<file path="src/ddc_pkg.sv">
// shared constants and types for the ddr command and clock-enable decoder
package ddc_pkg;

  // bus widths
  localparam int ADDR_W = 13;
  localparam int BANK_W = 2;
  localparam int NUM_BANKS = 4;

  // auto-precharge bit position per data width
  localparam int AP_BIT_X32 = 8;
  localparam int AP_BIT_X16 = 10;
  localparam int AP_BIT_X8 = 10;

  // column-address extra bits for the x8 and x32 parts
  localparam int COL_HI_X8 = 11;
  localparam int COL_A9 = 9;

  // bank select codes for mode register load
  localparam logic [1:0] MR_BASE_SEL = 2'h0;

  // data width selector codes
  localparam logic [1:0] WIDTH_X8 = 2'h0;
  localparam logic [1:0] WIDTH_X16 = 2'h1;
  localparam logic [1:0] WIDTH_X32 = 2'h2;

  // command codes {ras_n, cas_n, we_n} with chip select low
  localparam logic [2:0] ENC_NOP = 3'h7;
  localparam logic [2:0] ENC_ACT = 3'h3;
  localparam logic [2:0] ENC_RD = 3'h5;
  localparam logic [2:0] ENC_WR = 3'h4;
  localparam logic [2:0] ENC_BST = 3'h6;
  localparam logic [2:0] ENC_PRE = 3'h2;
  localparam logic [2:0] ENC_REF = 3'h1;
  localparam logic [2:0] ENC_MRS = 3'h0;

  // self-refresh exit delay in ns and derived cycles at 100 MHz
  localparam int CLK_PERIOD_NS = 10;
  localparam int SELF_REFRESH_EXIT_DELAY_NS = 80;
  localparam int SELF_REFRESH_EXIT_CYC =
    (SELF_REFRESH_EXIT_DELAY_NS + CLK_PERIOD_NS - 1) / CLK_PERIOD_NS;

  // decoded command kinds
  typedef enum logic [3:0] {
    DDC_CMD_NOP = 4'h0,
    DDC_CMD_ACT = 4'h1,
    DDC_CMD_RD = 4'h2,
    DDC_CMD_WR = 4'h3,
    DDC_CMD_BST = 4'h4,
    DDC_CMD_PRE = 4'h5,
    DDC_CMD_PREALL = 4'h6,
    DDC_CMD_REF = 4'h7,
    DDC_CMD_MRS = 4'h8,
    DDC_CMD_EMRS = 4'h9,
    DDC_CMD_SREF = 4'ha,
    DDC_CMD_PDE = 4'hb,
    DDC_CMD_PDX = 4'hc,
    DDC_CMD_SRX = 4'hd
  } ddc_cmd_e;

  // power states, one-hot
  typedef enum logic [3:0] {
    DDC_PS_RUN = 4'h1,
    DDC_PS_PPD = 4'h2,
    DDC_PS_APD = 4'h4,
    DDC_PS_SREF = 4'h8
  } ddc_pwr_e;

endpackage : ddc_pkg

</file>
<file path="src/ddc_decoder.sv">
// command and clock-enable decoder for a four-bank ddr dram
`timescale 1ns/10ps
module ddc_decoder #(
  parameter int LANES = 2,
  parameter int BURST_CYC = 4,
  parameter logic [1:0] WIDTH_SEL = ddc_pkg::WIDTH_X16
) (
  // clock and reset
  input wire logic clock_i,
  input wire logic srst_i,
  // link clock and command pins from the controller
  input wire logic link_clk_i,
  input wire logic clk_en_i,
  input wire logic chip_sel_n_i,
  input wire logic row_strobe_n_i,
  input wire logic col_strobe_n_i,
  input wire logic write_en_n_i,
  input wire logic [ddc_pkg::BANK_W-1:0] bank_i,
  input wire logic [ddc_pkg::ADDR_W-1:0] addr_i,
  // write masks per lane (lower_byte_mask is bit 0, upper_byte_mask bit 1)
  input wire logic [LANES-1:0] byte_mask_i,
  // decoded command
  output logic cmd_valid_o,
  output logic [3:0] cmd_o,
  output logic [ddc_pkg::BANK_W-1:0] cmd_bank_o,
  output logic [ddc_pkg::ADDR_W-1:0] row_o,
  output logic [ddc_pkg::ADDR_W-1:0] col_o,
  output logic auto_pre_o,
  // mode registers
  output logic [ddc_pkg::ADDR_W-1:0] mode_reg_o,
  output logic [ddc_pkg::ADDR_W-1:0] ext_mode_reg_o,
  // bank and power status
  output logic [ddc_pkg::NUM_BANKS-1:0] bank_open_o,
  output logic [3:0] pwr_state_o,
  output logic exit_busy_o,
  // refresh counters
  output logic [ddc_pkg::BANK_W-1:0] ref_bank_o,
  output logic [ddc_pkg::ADDR_W-1:0] ref_row_o,
  // data lanes
  output logic [LANES-1:0] byte_we_o,
  output logic [LANES-1:0] strobe_oe_n_o
);

  localparam int PIN_W = 5 + ddc_pkg::BANK_W + ddc_pkg::ADDR_W;
  localparam int BC_W = $clog2(BURST_CYC + 1);
  localparam int EX_W = $clog2(ddc_pkg::SELF_REFRESH_EXIT_CYC + 1);

  // synchronised pins
  logic link_clk_s;
  logic [PIN_W-1:0] pins_s;
  logic [LANES-1:0] mask_s;
  // previous link clock level for edge detect
  logic link_clk_q_r;
  logic link_rise;
  // captured command pins
  logic cke_now;
  logic cs_n;
  logic [2:0] enc;
  logic [ddc_pkg::BANK_W-1:0] bank_s;
  logic [ddc_pkg::ADDR_W-1:0] addr_s;
  // clock enable at previous link edge
  logic cke_prev_r;
  // power state machine
  // nothing is imported, so the state type carries its package name
  ddc_pkg::ddc_pwr_e pwr_r;
  ddc_pkg::ddc_pwr_e pwr_nxt;
  // decoded command for this edge
  ddc_pkg::ddc_cmd_e cmd_nxt;
  logic all_idle;
  logic ap_bit;
  // burst tracking
  logic [BC_W-1:0] burst_cnt_r;
  logic burst_wr_r;
  // self refresh exit counter
  logic [EX_W-1:0] exit_cnt_r;

  // column address gathering by part width
  function automatic logic [ddc_pkg::ADDR_W-1:0] col_of(input logic [ddc_pkg::ADDR_W-1:0] a);
    logic [ddc_pkg::ADDR_W-1:0] c;
    c = '0;
    case (WIDTH_SEL)
      ddc_pkg::WIDTH_X32: c = {4'h0, a[ddc_pkg::COL_A9], a[7:0]};
      ddc_pkg::WIDTH_X8: c = {2'h0, a[ddc_pkg::COL_HI_X8], a[9:0]};
      default: c = {3'h0, a[9:0]};
    endcase
    return c;
  endfunction : col_of

  // pin synchronisers
  ddc_sync #(.W(1), .INIT(1'b0)) u_clk_sync (
    .clock_i(clock_i),
    .srst_i(srst_i),
    .d_i(link_clk_i),
    .q_o(link_clk_s)
  );

  ddc_sync #(.W(PIN_W), .INIT({1'b0, 4'hf, {(PIN_W-5){1'b0}}})) u_pin_sync (
    .clock_i(clock_i),
    .srst_i(srst_i),
    .d_i({clk_en_i, chip_sel_n_i, row_strobe_n_i, col_strobe_n_i, write_en_n_i,
          bank_i, addr_i}),
    .q_o(pins_s)
  );

  ddc_sync #(.W(LANES), .INIT('1)) u_mask_sync (
    .clock_i(clock_i),
    .srst_i(srst_i),
    .d_i(byte_mask_i),
    .q_o(mask_s)
  );

  // unpack filtered pins
  assign cke_now = pins_s[PIN_W-1];
  assign cs_n = pins_s[PIN_W-2];
  assign enc = pins_s[PIN_W-3 -: 3];
  assign bank_s = pins_s[ddc_pkg::ADDR_W +: ddc_pkg::BANK_W];
  assign addr_s = pins_s[ddc_pkg::ADDR_W-1:0];
  assign all_idle = (bank_open_o == '0);
  assign ap_bit = (WIDTH_SEL == ddc_pkg::WIDTH_X32) ? addr_s[ddc_pkg::AP_BIT_X32]
                                                    : addr_s[ddc_pkg::AP_BIT_X16];

  // link clock edge detect
  always_ff @(posedge clock_i) begin
    if (srst_i) begin
      link_clk_q_r <= 1'b0;
    end else begin
      link_clk_q_r <= link_clk_s;
    end
  end

  assign link_rise = link_clk_s & ~link_clk_q_r;

  // command and power decode for the current link edge
  always_comb begin
    cmd_nxt = ddc_pkg::DDC_CMD_NOP;
    pwr_nxt = pwr_r;
    case (pwr_r)
      // normal operation: full command decode
      ddc_pkg::DDC_PS_RUN: begin
        if (cs_n) begin
          cmd_nxt = ddc_pkg::DDC_CMD_NOP;
        end else begin
          case (enc)
            ddc_pkg::ENC_ACT: cmd_nxt = ddc_pkg::DDC_CMD_ACT;
            ddc_pkg::ENC_RD: cmd_nxt = ddc_pkg::DDC_CMD_RD;
            ddc_pkg::ENC_WR: cmd_nxt = ddc_pkg::DDC_CMD_WR;
            ddc_pkg::ENC_BST: cmd_nxt = ddc_pkg::DDC_CMD_BST;
            ddc_pkg::ENC_PRE: begin
              cmd_nxt = ap_bit ? ddc_pkg::DDC_CMD_PREALL : ddc_pkg::DDC_CMD_PRE;
            end
            ddc_pkg::ENC_REF: begin
              cmd_nxt = ddc_pkg::DDC_CMD_REF;
            end
            ddc_pkg::ENC_MRS: begin
              cmd_nxt = (bank_s == ddc_pkg::MR_BASE_SEL) ? ddc_pkg::DDC_CMD_MRS
                                                          : ddc_pkg::DDC_CMD_EMRS;
            end
            default: cmd_nxt = ddc_pkg::DDC_CMD_NOP;
          endcase
        end
        // clock enable falling: choose entry
        if (cke_prev_r && !cke_now) begin
          if (cmd_nxt == ddc_pkg::DDC_CMD_REF && all_idle) begin
            cmd_nxt = ddc_pkg::DDC_CMD_SREF;
            pwr_nxt = ddc_pkg::DDC_PS_SREF;
          end else if (cmd_nxt == ddc_pkg::DDC_CMD_NOP) begin
            cmd_nxt = ddc_pkg::DDC_CMD_PDE;
            pwr_nxt = all_idle ? ddc_pkg::DDC_PS_PPD : ddc_pkg::DDC_PS_APD;
          end else begin
            cmd_nxt = ddc_pkg::DDC_CMD_NOP;
          end
        end
      end
      // power-down: leave only on no-op or deselect with enable high
      ddc_pkg::DDC_PS_PPD, ddc_pkg::DDC_PS_APD: begin
        if (cke_now && (cs_n || enc == ddc_pkg::ENC_NOP)) begin
          cmd_nxt = ddc_pkg::DDC_CMD_PDX;
          pwr_nxt = ddc_pkg::DDC_PS_RUN;
        end
      end
      // self refresh: leave only on no-op or deselect with enable high
      ddc_pkg::DDC_PS_SREF: begin
        if (cke_now && (cs_n || enc == ddc_pkg::ENC_NOP)) begin
          cmd_nxt = ddc_pkg::DDC_CMD_SRX;
          pwr_nxt = ddc_pkg::DDC_PS_RUN;
        end
      end
      default: pwr_nxt = ddc_pkg::DDC_PS_RUN;
    endcase
  end

  // power state and clock enable history, updated per link edge
  always_ff @(posedge clock_i) begin
    if (srst_i) begin
      pwr_r <= ddc_pkg::DDC_PS_RUN;
      cke_prev_r <= 1'b0;
    end else if (link_rise) begin
      pwr_r <= pwr_nxt;
      cke_prev_r <= cke_now;
    end
  end

  // decoded command outputs, one-cycle valid pulse
  always_ff @(posedge clock_i) begin
    if (srst_i) begin
      cmd_valid_o <= 1'b0;
      cmd_o <= ddc_pkg::DDC_CMD_NOP;
      cmd_bank_o <= '0;
      row_o <= '0;
      col_o <= '0;
      auto_pre_o <= 1'b0;
    end else begin
      cmd_valid_o <= link_rise;
      if (link_rise) begin
        cmd_o <= cmd_nxt;
        cmd_bank_o <= bank_s;
        row_o <= (cmd_nxt == ddc_pkg::DDC_CMD_ACT) ? addr_s : '0;
        col_o <= (cmd_nxt == ddc_pkg::DDC_CMD_RD || cmd_nxt == ddc_pkg::DDC_CMD_WR)
                 ? col_of(addr_s) : '0;
        auto_pre_o <= (cmd_nxt == ddc_pkg::DDC_CMD_RD || cmd_nxt == ddc_pkg::DDC_CMD_WR)
                      & ap_bit;
      end
    end
  end

  // mode registers
  always_ff @(posedge clock_i) begin
    if (srst_i) begin
      mode_reg_o <= '0;
      ext_mode_reg_o <= '0;
    end else if (link_rise) begin
      if (cmd_nxt == ddc_pkg::DDC_CMD_MRS) begin
        mode_reg_o <= addr_s;
      end else if (cmd_nxt == ddc_pkg::DDC_CMD_EMRS) begin
        ext_mode_reg_o <= addr_s;
      end
    end
  end

  // open-row tracking per bank, incl. auto-precharge at the read or write command edge
  always_ff @(posedge clock_i) begin
    if (srst_i) begin
      bank_open_o <= '0;
    end else if (link_rise) begin
      case (cmd_nxt)
        ddc_pkg::DDC_CMD_ACT: bank_open_o[bank_s] <= 1'b1;
        ddc_pkg::DDC_CMD_PRE: bank_open_o[bank_s] <= 1'b0;
        ddc_pkg::DDC_CMD_PREALL: bank_open_o <= '0;
        ddc_pkg::DDC_CMD_RD, ddc_pkg::DDC_CMD_WR: begin
          if (ap_bit) begin
            bank_open_o[bank_s] <= 1'b0;
          end
        end
        default: bank_open_o <= bank_open_o;
      endcase
    end
  end

  // burst tracker, in link clock edges
  always_ff @(posedge clock_i) begin
    if (srst_i) begin
      burst_cnt_r <= '0;
      burst_wr_r <= 1'b0;
    end else if (link_rise) begin
      if (cmd_nxt == ddc_pkg::DDC_CMD_RD || cmd_nxt == ddc_pkg::DDC_CMD_WR) begin
        burst_cnt_r <= BC_W'(BURST_CYC);
        burst_wr_r <= (cmd_nxt == ddc_pkg::DDC_CMD_WR);
      end else if (cmd_nxt == ddc_pkg::DDC_CMD_BST && !burst_wr_r) begin
        burst_cnt_r <= '0;
      end else if (burst_cnt_r != '0) begin
        burst_cnt_r <= burst_cnt_r - BC_W'(1);
      end
    end
  end

  // refresh counters advance on each refresh, pins ignored
  always_ff @(posedge clock_i) begin
    if (srst_i) begin
      ref_bank_o <= '0;
      ref_row_o <= '0;
    end else if (link_rise &&
                 (cmd_nxt == ddc_pkg::DDC_CMD_REF || cmd_nxt == ddc_pkg::DDC_CMD_SREF)) begin
      {ref_row_o, ref_bank_o} <= {ref_row_o, ref_bank_o} + 15'h1;
    end
  end

  // self-refresh exit hold-off, in system clock cycles
  always_ff @(posedge clock_i) begin
    if (srst_i) begin
      exit_cnt_r <= '0;
    end else if (link_rise && cmd_nxt == ddc_pkg::DDC_CMD_SRX) begin
      exit_cnt_r <= EX_W'(ddc_pkg::SELF_REFRESH_EXIT_CYC);
    end else if (exit_cnt_r != '0) begin
      exit_cnt_r <= exit_cnt_r - EX_W'(1);
    end
  end

  // status outputs
  always_ff @(posedge clock_i) begin
    if (srst_i) begin
      pwr_state_o <= ddc_pkg::DDC_PS_RUN;
      exit_busy_o <= 1'b0;
    end else begin
      pwr_state_o <= pwr_r;
      exit_busy_o <= (exit_cnt_r != '0);
    end
  end

  // lane masks and strobe direction
  ddc_lane_mask #(.LANES(LANES)) u_lanes (
    .clock_i(clock_i),
    .srst_i(srst_i),
    .wr_phase_i((burst_cnt_r != '0) && burst_wr_r),
    .rd_phase_i((burst_cnt_r != '0) && !burst_wr_r),
    .mask_i(mask_s),
    .byte_we_o(byte_we_o),
    .strobe_oe_n_o(strobe_oe_n_o)
  );

endmodule : ddc_decoder

</file>
<file path="src/ddc_sync.sv">
// three-stage synchroniser with agreement filter for pin inputs
`timescale 1ns/10ps
module ddc_sync #(
  parameter int W = 1,
  parameter logic [W-1:0] INIT = '0
) (
  // clock and reset
  input wire logic clock_i,
  input wire logic srst_i,
  // raw and filtered level
  input wire logic [W-1:0] d_i,
  output logic [W-1:0] q_o
);

  // stage registers; s1_r feeds only s2_r
  logic [W-1:0] s1_r;
  logic [W-1:0] s2_r;
  logic [W-1:0] s3_r;

  // shift chain
  always_ff @(posedge clock_i) begin
    if (srst_i) begin
      s1_r <= INIT;
      s2_r <= INIT;
      s3_r <= INIT;
    end else begin
      s1_r <= d_i;
      s2_r <= s1_r;
      s3_r <= s2_r;
    end
  end

  // accept a change once stages two and three agree
  always_ff @(posedge clock_i) begin
    if (srst_i) begin
      q_o <= INIT;
    end else if (s2_r == s3_r) begin
      q_o <= s3_r;
    end
  end

endmodule : ddc_sync

</file>
<file path="src/ddc_lane_mask.sv">
// per-byte write-enable and strobe direction for the data lanes
`timescale 1ns/10ps
module ddc_lane_mask #(
  parameter int LANES = 2
) (
  // clock and reset
  input wire logic clock_i,
  input wire logic srst_i,
  // burst phase from the decoder
  input wire logic wr_phase_i,
  input wire logic rd_phase_i,
  // sampled lane masks, high inhibits the byte
  input wire logic [LANES-1:0] mask_i,
  // byte write enables and strobe output enables (low drives)
  output logic [LANES-1:0] byte_we_o,
  output logic [LANES-1:0] strobe_oe_n_o
);

  // a byte is written only in write phase with its mask low
  always_ff @(posedge clock_i) begin
    if (srst_i) begin
      byte_we_o <= '0;
    end else begin
      byte_we_o <= wr_phase_i ? ~mask_i : '0;
    end
  end

  // strobes driven by the device during reads, received otherwise
  always_ff @(posedge clock_i) begin
    if (srst_i) begin
      strobe_oe_n_o <= '1;
    end else begin
      strobe_oe_n_o <= rd_phase_i ? '0 : '1;
    end
  end

endmodule : ddc_lane_mask

</file>
<file path="config.mk">
export PLATFORM = sky130hd
export DESIGN_NAME = ddc_decoder
export DESIGN_NICKNAME = d
export VERILOG_FILES = /design/src/ddc_pkg.sv /design/src/ddc_decoder.sv /design/src/ddc_sync.sv /design/src/ddc_lane_mask.sv
export SDC_FILE = /design/constraint.sdc
export NUM_CORES = 1
export LEC_CHECK = 0
export BUFFER_PORTS_ARGS = -buffer_cell sky130_fd_sc_hd__buf_2
export CAP_MARGIN = 20
export CORE_UTILIZATION = 54
export DETAILED_ROUTE_END_ITERATION = 6
export PLACE_DENSITY = 0.89
export SLEW_MARGIN = 40
export SYNTH_ARGS = -nofsm -noshare
export SYNTH_HDL_FRONTEND = slang
export SYNTH_SLANG_ARGS = --single-unit
export TNS_END_PERCENT = 5
</file>
<file path="constraint.sdc">
create_clock -name clock_i -period 3.51 [get_ports clock_i]
set_clock_uncertainty 0.2 [all_clocks]
set_input_delay 0.5265 -clock clock_i [delete_from_list [all_inputs] [get_ports clock_i]]
set_output_delay 0.5265 -clock clock_i [all_outputs]
set_load 0.005 [all_outputs]
</file>
Word level (Yosys, flattened, before mapping)

Cells that the tools add are included.

Flip-flop bits (word level): 194
Latch bits: 0
Memory bits (writable): 0
ROM bits: 0
Input port bits: 25
Output and inout port bits: 88
Logic and storage cells: 141
Memories: 0

Add/subtract/negate cells: 3
Multipliers: 0
Div/mod/pow operators: 0
$lt $le $gt $ge: 2
Eq/ne operators: 30
Shift-type cells: 0
Mux-type cells: 29
Bitwise gates (word level): 9
Reductions and logical operators: 34

Operators with widths:

| cell                    | number |
|---|---|
| $mux W4                 | 14 |
| $pmux W4 S7             | 1 |
| $eq A4 B3 Y1 const B    | 6 |
| $eq A20 B20 Y1          | 1 |
| $eq A4 B4 Y1 const B    | 5 |
| $pmux W4 S4             | 1 |
| $add A15 B1 Y15 const B | 1 |
| $mux W13                | 1 |
| $eq A3 B3 Y1 const B    | 4 |
| $eq A4 B2 Y1 const B    | 3 |
| $mux W3                 | 4 |
| $pmux W4 S3             | 1 |
| $mux W10                | 1 |
| $logic_and A1 B1 Y1     | 9 |
| $eq A4 B1 Y1 const B    | 2 |
| $logic_not A4 Y1        | 2 |
| $pmux W4 S2             | 1 |
| $reduce_bool A4 Y1      | 2 |
| $reduce_or A2 Y1        | 4 |
| $eq A3 B2 Y1 const B    | 2 |
| $reduce_and A2 Y1       | 3 |
| $reduce_and A3 Y1       | 2 |
| $reduce_bool A3 Y1      | 2 |
| $and A4 B4 Y4           | 1 |
| 25 further kinds        | 34 |

Logic depth before layout (Yosys ltp)

Word-level depth: 14
Gate-level depth with buffers: 9
Depth with buffers taken out: 7

Modules after synthesis

A second synthesis with hierarchy kept.

Cell total of the unflattened synthesis: 772
Area total of the unflattened synthesis: 7409.6 µm²

By module, submodules not included:

| module                 | instances | cells each | area each (µm²) | seq. area each (µm²) |
|---|---|---|---|---|
| ddc_decoder            | 1         | 490        | 4236.6          | 1901.8 |
| ddc_sync (u_pin_sync)  | 1         | 240        | 2695.1          | 1601.5 |
| ddc_sync (u_mask_sync) | 1         | 25         | 276.5           | 160.2 |
| ddc_sync (u_clk_sync)  | 1         | 10         | 112.6           | 80.1 |
| ddc_lane_mask          | 1         | 7          | 88.8            | 60.1 |

Worst setup path before layout

No wires, ideal clock.

Kind: register to register
From: register pwr_r[3]
To: register burst_cnt_r[1]
Library setup time: 128 ps
Arrival: 2327 ps
Data required time: 3182 ps
Path slack: 856 ps
Stages on the path, launching flop included: 9
Buffers on the path: 1
Clock period less this slack: 2654 ps
Path through: dfxtp_1 -> or4b_1 -> buf_4 -> a2111oi_4 -> nand2b_1 -> nor3_2 -> o41ai_1 -> a22oi_1 -> nor2_1

Longest elaborated chain between the ends: 7
Elaborated cells on any way between the ends: 15
Those cells by class: eq/ne (7); mux (3); reduce/logical (5)

Ends and longest elaborated chain:

| what                                                           | line                                   | text |
|---|---|---|
| start, declared                                                | ddc_decoder.sv:65                      | `ddc_pkg::ddc_pwr_e pwr_r;` |
| start signal, assigned                                         | ddc_decoder.sv:195                     | `pwr_r <= ddc_pkg::DDC_PS_RUN;` |
| start signal, assigned                                         | ddc_decoder.sv:198                     | `pwr_r <= pwr_nxt;` |
| $eq A4 B2 Y1 or $eq A4 B3 Y1 (tied branches)                   | ddc_decoder.sv:137                     | `case (pwr_r)` |
| $reduce_or A2 Y1                                               | ddc_decoder.sv:137                     |  |
| $pmux W4 S3 *                                                  | ddc_decoder.sv:137                     |  |
| $eq A4 B2 Y1 or $eq A4 B3 Y1 (tied branches)                   | ddc_decoder.sv:265, ddc_decoder.sv:268 |  |
| $logic_or A1 B1 Y1 or $logic_and A1 B1 Y1 (tied branches)      | ddc_decoder.sv:265, ddc_decoder.sv:268 |  |
| $reduce_bool A3 Y1 (no source line) or $mux W3 (tied branches) | --                                     |  |
| $reduce_and A2 Y1 (no source line) or $mux W3 (tied branches)  | --                                     |  |
| end signal, assigned                                           | ddc_decoder.sv:266                     | `burst_cnt_r <= BC_W'(BURST_CYC);` |
| end signal, assigned                                           | ddc_decoder.sv:271                     | `burst_cnt_r <= burst_cnt_r - BC_W'(1);` |
| end, declared                                                  | ddc_decoder.sv:72                      | `logic [BC_W-1:0] burst_cnt_r;` |

Every way passes the cells marked *; elsewhere a longest branch is shown, timed or not.
A chain may end at the register's enable or synchronous reset.

Worst setup path after layout

From: register u_pin_sync.q_o[16]
To: register bank_open_o[1] in the netlist's numbering

Longest elaborated chain between the ends: 13
Elaborated cells on any way between the ends: 32
Those cells by class: eq/ne (14); mux (10); reduce/logical (8)

Ends and longest elaborated chain:

| what                                                                | line                                   | text |
|---|---|---|
| start, declared                                                     | ddc_sync.sv:12                         | `output logic [W-1:0] q_o` |
| start signal, assigned                                              | ddc_sync.sv:38                         | `q_o <= s3_r;` |
| $eq A3 B1 Y1, or another cell as far along                          | ddc_decoder.sv:143                     | `case (enc)` |
| $pmux W4 S7                                                         | ddc_decoder.sv:143                     |  |
| $mux W4                                                             | ddc_decoder.sv:140                     | `if (cs_n) begin` |
| $mux W4                                                             | ddc_decoder.sv:137                     |  |
| $logic_not A4 Y1 or $eq A4 B3 Y1 (tied branches)                    | ddc_decoder.sv:166, ddc_decoder.sv:163 |  |
| $mux W4 or $logic_and A1 B1 Y1 (tied branches)                      | ddc_decoder.sv:166, ddc_decoder.sv:163 |  |
| $mux W4                                                             | ddc_decoder.sv:163                     | `if (cmd_nxt == ddc_pkg::DDC_CMD_REF && all_idle) begin` |
| $mux W4                                                             | ddc_decoder.sv:162                     | `if (cke_prev_r && !cke_now) begin` |
| $pmux W4 S3 *                                                       | ddc_decoder.sv:137                     |  |
| $eq A4 B2 Y1                                                        | ddc_decoder.sv:245                     | `case (cmd_nxt)` |
| $reduce_or A2 Y1                                                    | ddc_decoder.sv:245                     |  |
| $ne A2 B1 Y1 (no source line) or $reduce_bool A4 Y1 (tied branches) | --                                     |  |
| $reduce_and A3 Y1 (no source line)                                  | --                                     |  |
| end signal, assigned                                                | ddc_decoder.sv:254                     | `default: bank_open_o <= bank_open_o;` |
| end, declared                                                       | ddc_decoder.sv:33                      | `output logic [ddc_pkg::NUM_BANKS-1:0] bank_open_o,` |

Every way passes the cells marked *; elsewhere a longest branch is shown, timed or not. The select of a mux whose other input is x is not followed.

==> metrics.csv <==
stage;metric;value;unit
grt;largest net degree at the start of global routing;80;
timing;RSZ-0062 raised after global routing;no;
logic_synthesis;Netlist cell types;59;
die;io pins;113;
logic_synthesis;ys async rst share;0;%
clock_tree;Worst-Skew Late Latency;0.43;ns
logic_synthesis;area share of the largest cell type after synthesis;53.2;%
logic_synthesis;top-count cell post-synth;dfxtp_1;
critical_path;Bufs and invs on worst path;0;
place;post-DP HPWL;9.82;mm
logic_synthesis;top post-synthesis cells by area;dfxtp_1 53%, mux2i_1 6.0%, nor2b_1 5.4%;
route;TritonRoute pass-1 iters;5;
power_and_ir_drop;Leak;0.00376;uW
timing;Least-Margin Pin Slew;0.762;ns
die;core area;0.0128;sq mm
die;DIE AREA;0.0137;sq mm
timing;Worst slew margin;49.1;%
logic_synthesis;Post-synth top cells;190 x dfxtp_1, 92 x nor2_1, 62 x nor2b_1, 43 x mux2i_1, 40 x nand2_1;
clock_tree;htree depth;4;
clock_tree;CTS tree;yes;
timing;final cycle utilization of the critical path;88.5;%
logic_synthesis;Post-synth EDFFs;0;
power_and_ir_drop;VDD IR max;0.370;mV
power_and_ir_drop;power per cell area;516;mW/mm^2
place;port bufs;109;
logic_synthesis;YS warnings;0;
die;die height;117;um
logic_synthesis;dominant cell type by area after synthesis;dfxtp_1;
critical_path;crit path kind;flip-flop to flip-flop;
clock_tree;Clock Sinks;190;
timing;Fmax achieved;322;MHz
logic_synthesis;predominant post-synthesis flop cell;dfxtp_1;
logic_synthesis;Synth Register Bits;190;
logic_synthesis;Cells after Synth;725;
run_status;status;finished, final reports clean;
critical_path;Data arrival, critical path;3.25;ns
grt;vias in the first global route;4895;
clock_tree;clk buf depth;2;
clock_tree;post-cts sizing count;0;
critical_path;worst reg-to-reg path cell count;7;
critical_path;CP max FO;16;
clock_tree;Post-CTS Hold Fix Bufs;0;
grt;first-pass GRT wire length;23.2;mm
critical_path;Crit path max-delay family;compound AO/OA/AOI/OAI gates;
cells_and_area;antenna cells;0;
cells_and_area;nets@finish;853;
min_path;Hold Path Depth;2;
clock_tree;Num CTS Buffers;17;
route;final antenna-violating net count;0;
logic_synthesis;Synth Cell Area;0.00715;sq mm
timing;Final Hold Fails;0;
cells_and_area;Layout area overhead;17.6;%
route;wire per inst;14.6;um
clock_tree;Root Driver;clkbuf_16;
route;Iter 0 DRT Violations;331;
route;DRT Wirelength;14.7;mm
cells_and_area;fin area;0.00841;sq mm
logic_synthesis;Mapped Avg Cell Area;9.86;sq um
power_and_ir_drop;total power;4340;uW
route;drt drc;0;
critical_path;CP required;3.66;ns
critical_path;Slowest-stage cell, CP;nor3b_4;
critical_path;CP endpoint kind;flip-flop;
timing;TNS Setup;0;ns
timing;post-route minimum period;3.10;ns
min_path;Hold Path Class;input pin to flip-flop;
timing;max-slew violation count;0;
grt;antenna violations before repair;0;
clock_tree;postcts setup bufs;0;
place;GPL Wtd Cong;0.861;
clock_tree;Worst-path clk slew;0.07;ns
route;via count;5312;
critical_path;CP Cell Sequence;a31oi_1 > a21boi_0 > o21ai_0 > or2_2 > nor3b_4 > nand2_1 > o22ai_1;
cells_and_area;Fillers;956;
critical_path;Crit. path cell count;7;
die;Die X;117;um
grt;total gr overflow;0;
critical_path;Critical Path Max Stage Delay;0.58;ns
die;row cnt;41;
job;max-cap violation count;0;
place;Post-DP Area;0.00783;sq mm
die;Initial Util;56.0;%
timing;count of final setup violators;0;
grt;gr usage total;22.3;%
logic_synthesis;Seq/Total Area, Yosys;53.2;%
timing;Hold Slack;0.0765;ns
route;vias per inst;5.27;
cells_and_area;share of cells above drive strength 1;23.1;%
critical_path;element type at the critical path start;flip-flop;
==> kinds of logic (layout without fill, tap and decap cells) <==
| group | count (synthesis) | in the layout | share of synthesized area (%) |
|---|---|---|---|
| adders and majority gates | 5 | 5 | 0.875 |
| buffers and inverters | 60 | 169 | 3.53 |
| DFF | 190 | 190 | 53.2 |
| and+or+nand+nor | 296 | 296 | 22.0 |
| xor gates and xnor gates | 39 | 39 | 4.78 |
| muxes | 43 | 43 | 6.02 |
| other | 1 | 3 | 0.0524 |
| AOI/OAI and AO/OA | 91 | 91 | 9.50 |
==> per-stage QoR <==
stage	setup WS (ns)	utilization, %	cells
2_1_floorplan	0.856	-	727
3_3_place_gp	0.623	61.3	976
3_5_place_dp	0.472	61.3	976
4_1_cts	0.467	65.9	1008
5_1_grt	0.156	65.9	1008
6_report	0.405	65.9	1008
==> routing by layer <==
metal  GRT usage [%]  vias up  wire length, um
met3            5.10       39              831
met1            27.3     2444             6280
met4            11.7        0              500
met2            36.9      188             7090
met5               0        -                0
li1                -     2641                -
==> registers in the layout (all words and copies together) (netlist names), 3 cells and up <==
signal and flops:
u_pin_sync.q_o 20, u_pin_sync.s1_r 20, u_pin_sync.s2_r 20, u_pin_sync.s3_r 20
ext_mode_reg_o 13, mode_reg_o 13, ref_row_o 13, row_o 13
col_o 10, bank_open_o 4, cmd_o 4, exit_cnt_r 4
pwr_r 4, pwr_state_o 4, burst_cnt_r 3
==> cell type report <==
cell class | count | area, sq um | area share [%]
Inverter | 17 | 63.8 | 0.759
Tap cell | 172 | 215 | 2.56
Clock buffer | 19 | 453 | 5.38
Clock inverter | 13 | 129 | 1.53
Sequential cell | 190 | 3800 | 45.2
Multi-Input combinational cell | 477 | 3100 | 36.9
Timing Repair Buffer | 120 | 643 | 7.65
==> worst register-to-register path, delay by kind of cell, from the launching register on <==
kind	cells	cell delay [ns]
AOI/OAI and AO/OA	4	1.27
and+or+nand+nor	3	1.15
DFF	1	0.41
==> worst paths after layout <==
check,startpoint,end,slack [ns]
setup / recovery,u_pin_sync.q_o[16],bank_open_o[1],0.41
hold / removal,row_strobe_n_i,u_pin_sync.s1_r[17],0.08
setup reg to reg,u_pin_sync.q_o[16],bank_open_o[1],0.41
hold reg to reg,u_pin_sync.s1_r[17],u_pin_sync.s2_r[17],0.21
==> placed cells by master (no fill, tap or decap), drive strengths merged, types with 3 or more instances in the layout <==
cell	n
a211o	5
a21oi	29
a22oi	16
and2	4
and3	4
buf	120
clkbuf	19
clkinv	3
clkinvlp	3
conb	3
dfxtp	190
ha	5
inv	23
mux2i	43
nand2	40
nand2b	8
nand3	16
nand4	8
nor2	92
nor2b	62
nor3	12
nor3b	5
nor4	7
nor4b	5
o21ai	14
o22ai	5
o41ai	3
or2	22
or3	3
or4	3
xnor2	27
xor2	12
==> power breakdown <==
group | switching (uW) | total [uW] | internal [uW]
Clock | 850 | 1880 | 1030
Combinational | 107 | 210 | 103
Sequential | 37.4 | 2250 | 2210
Note: power is estimated with default switching activity, not from simulation.
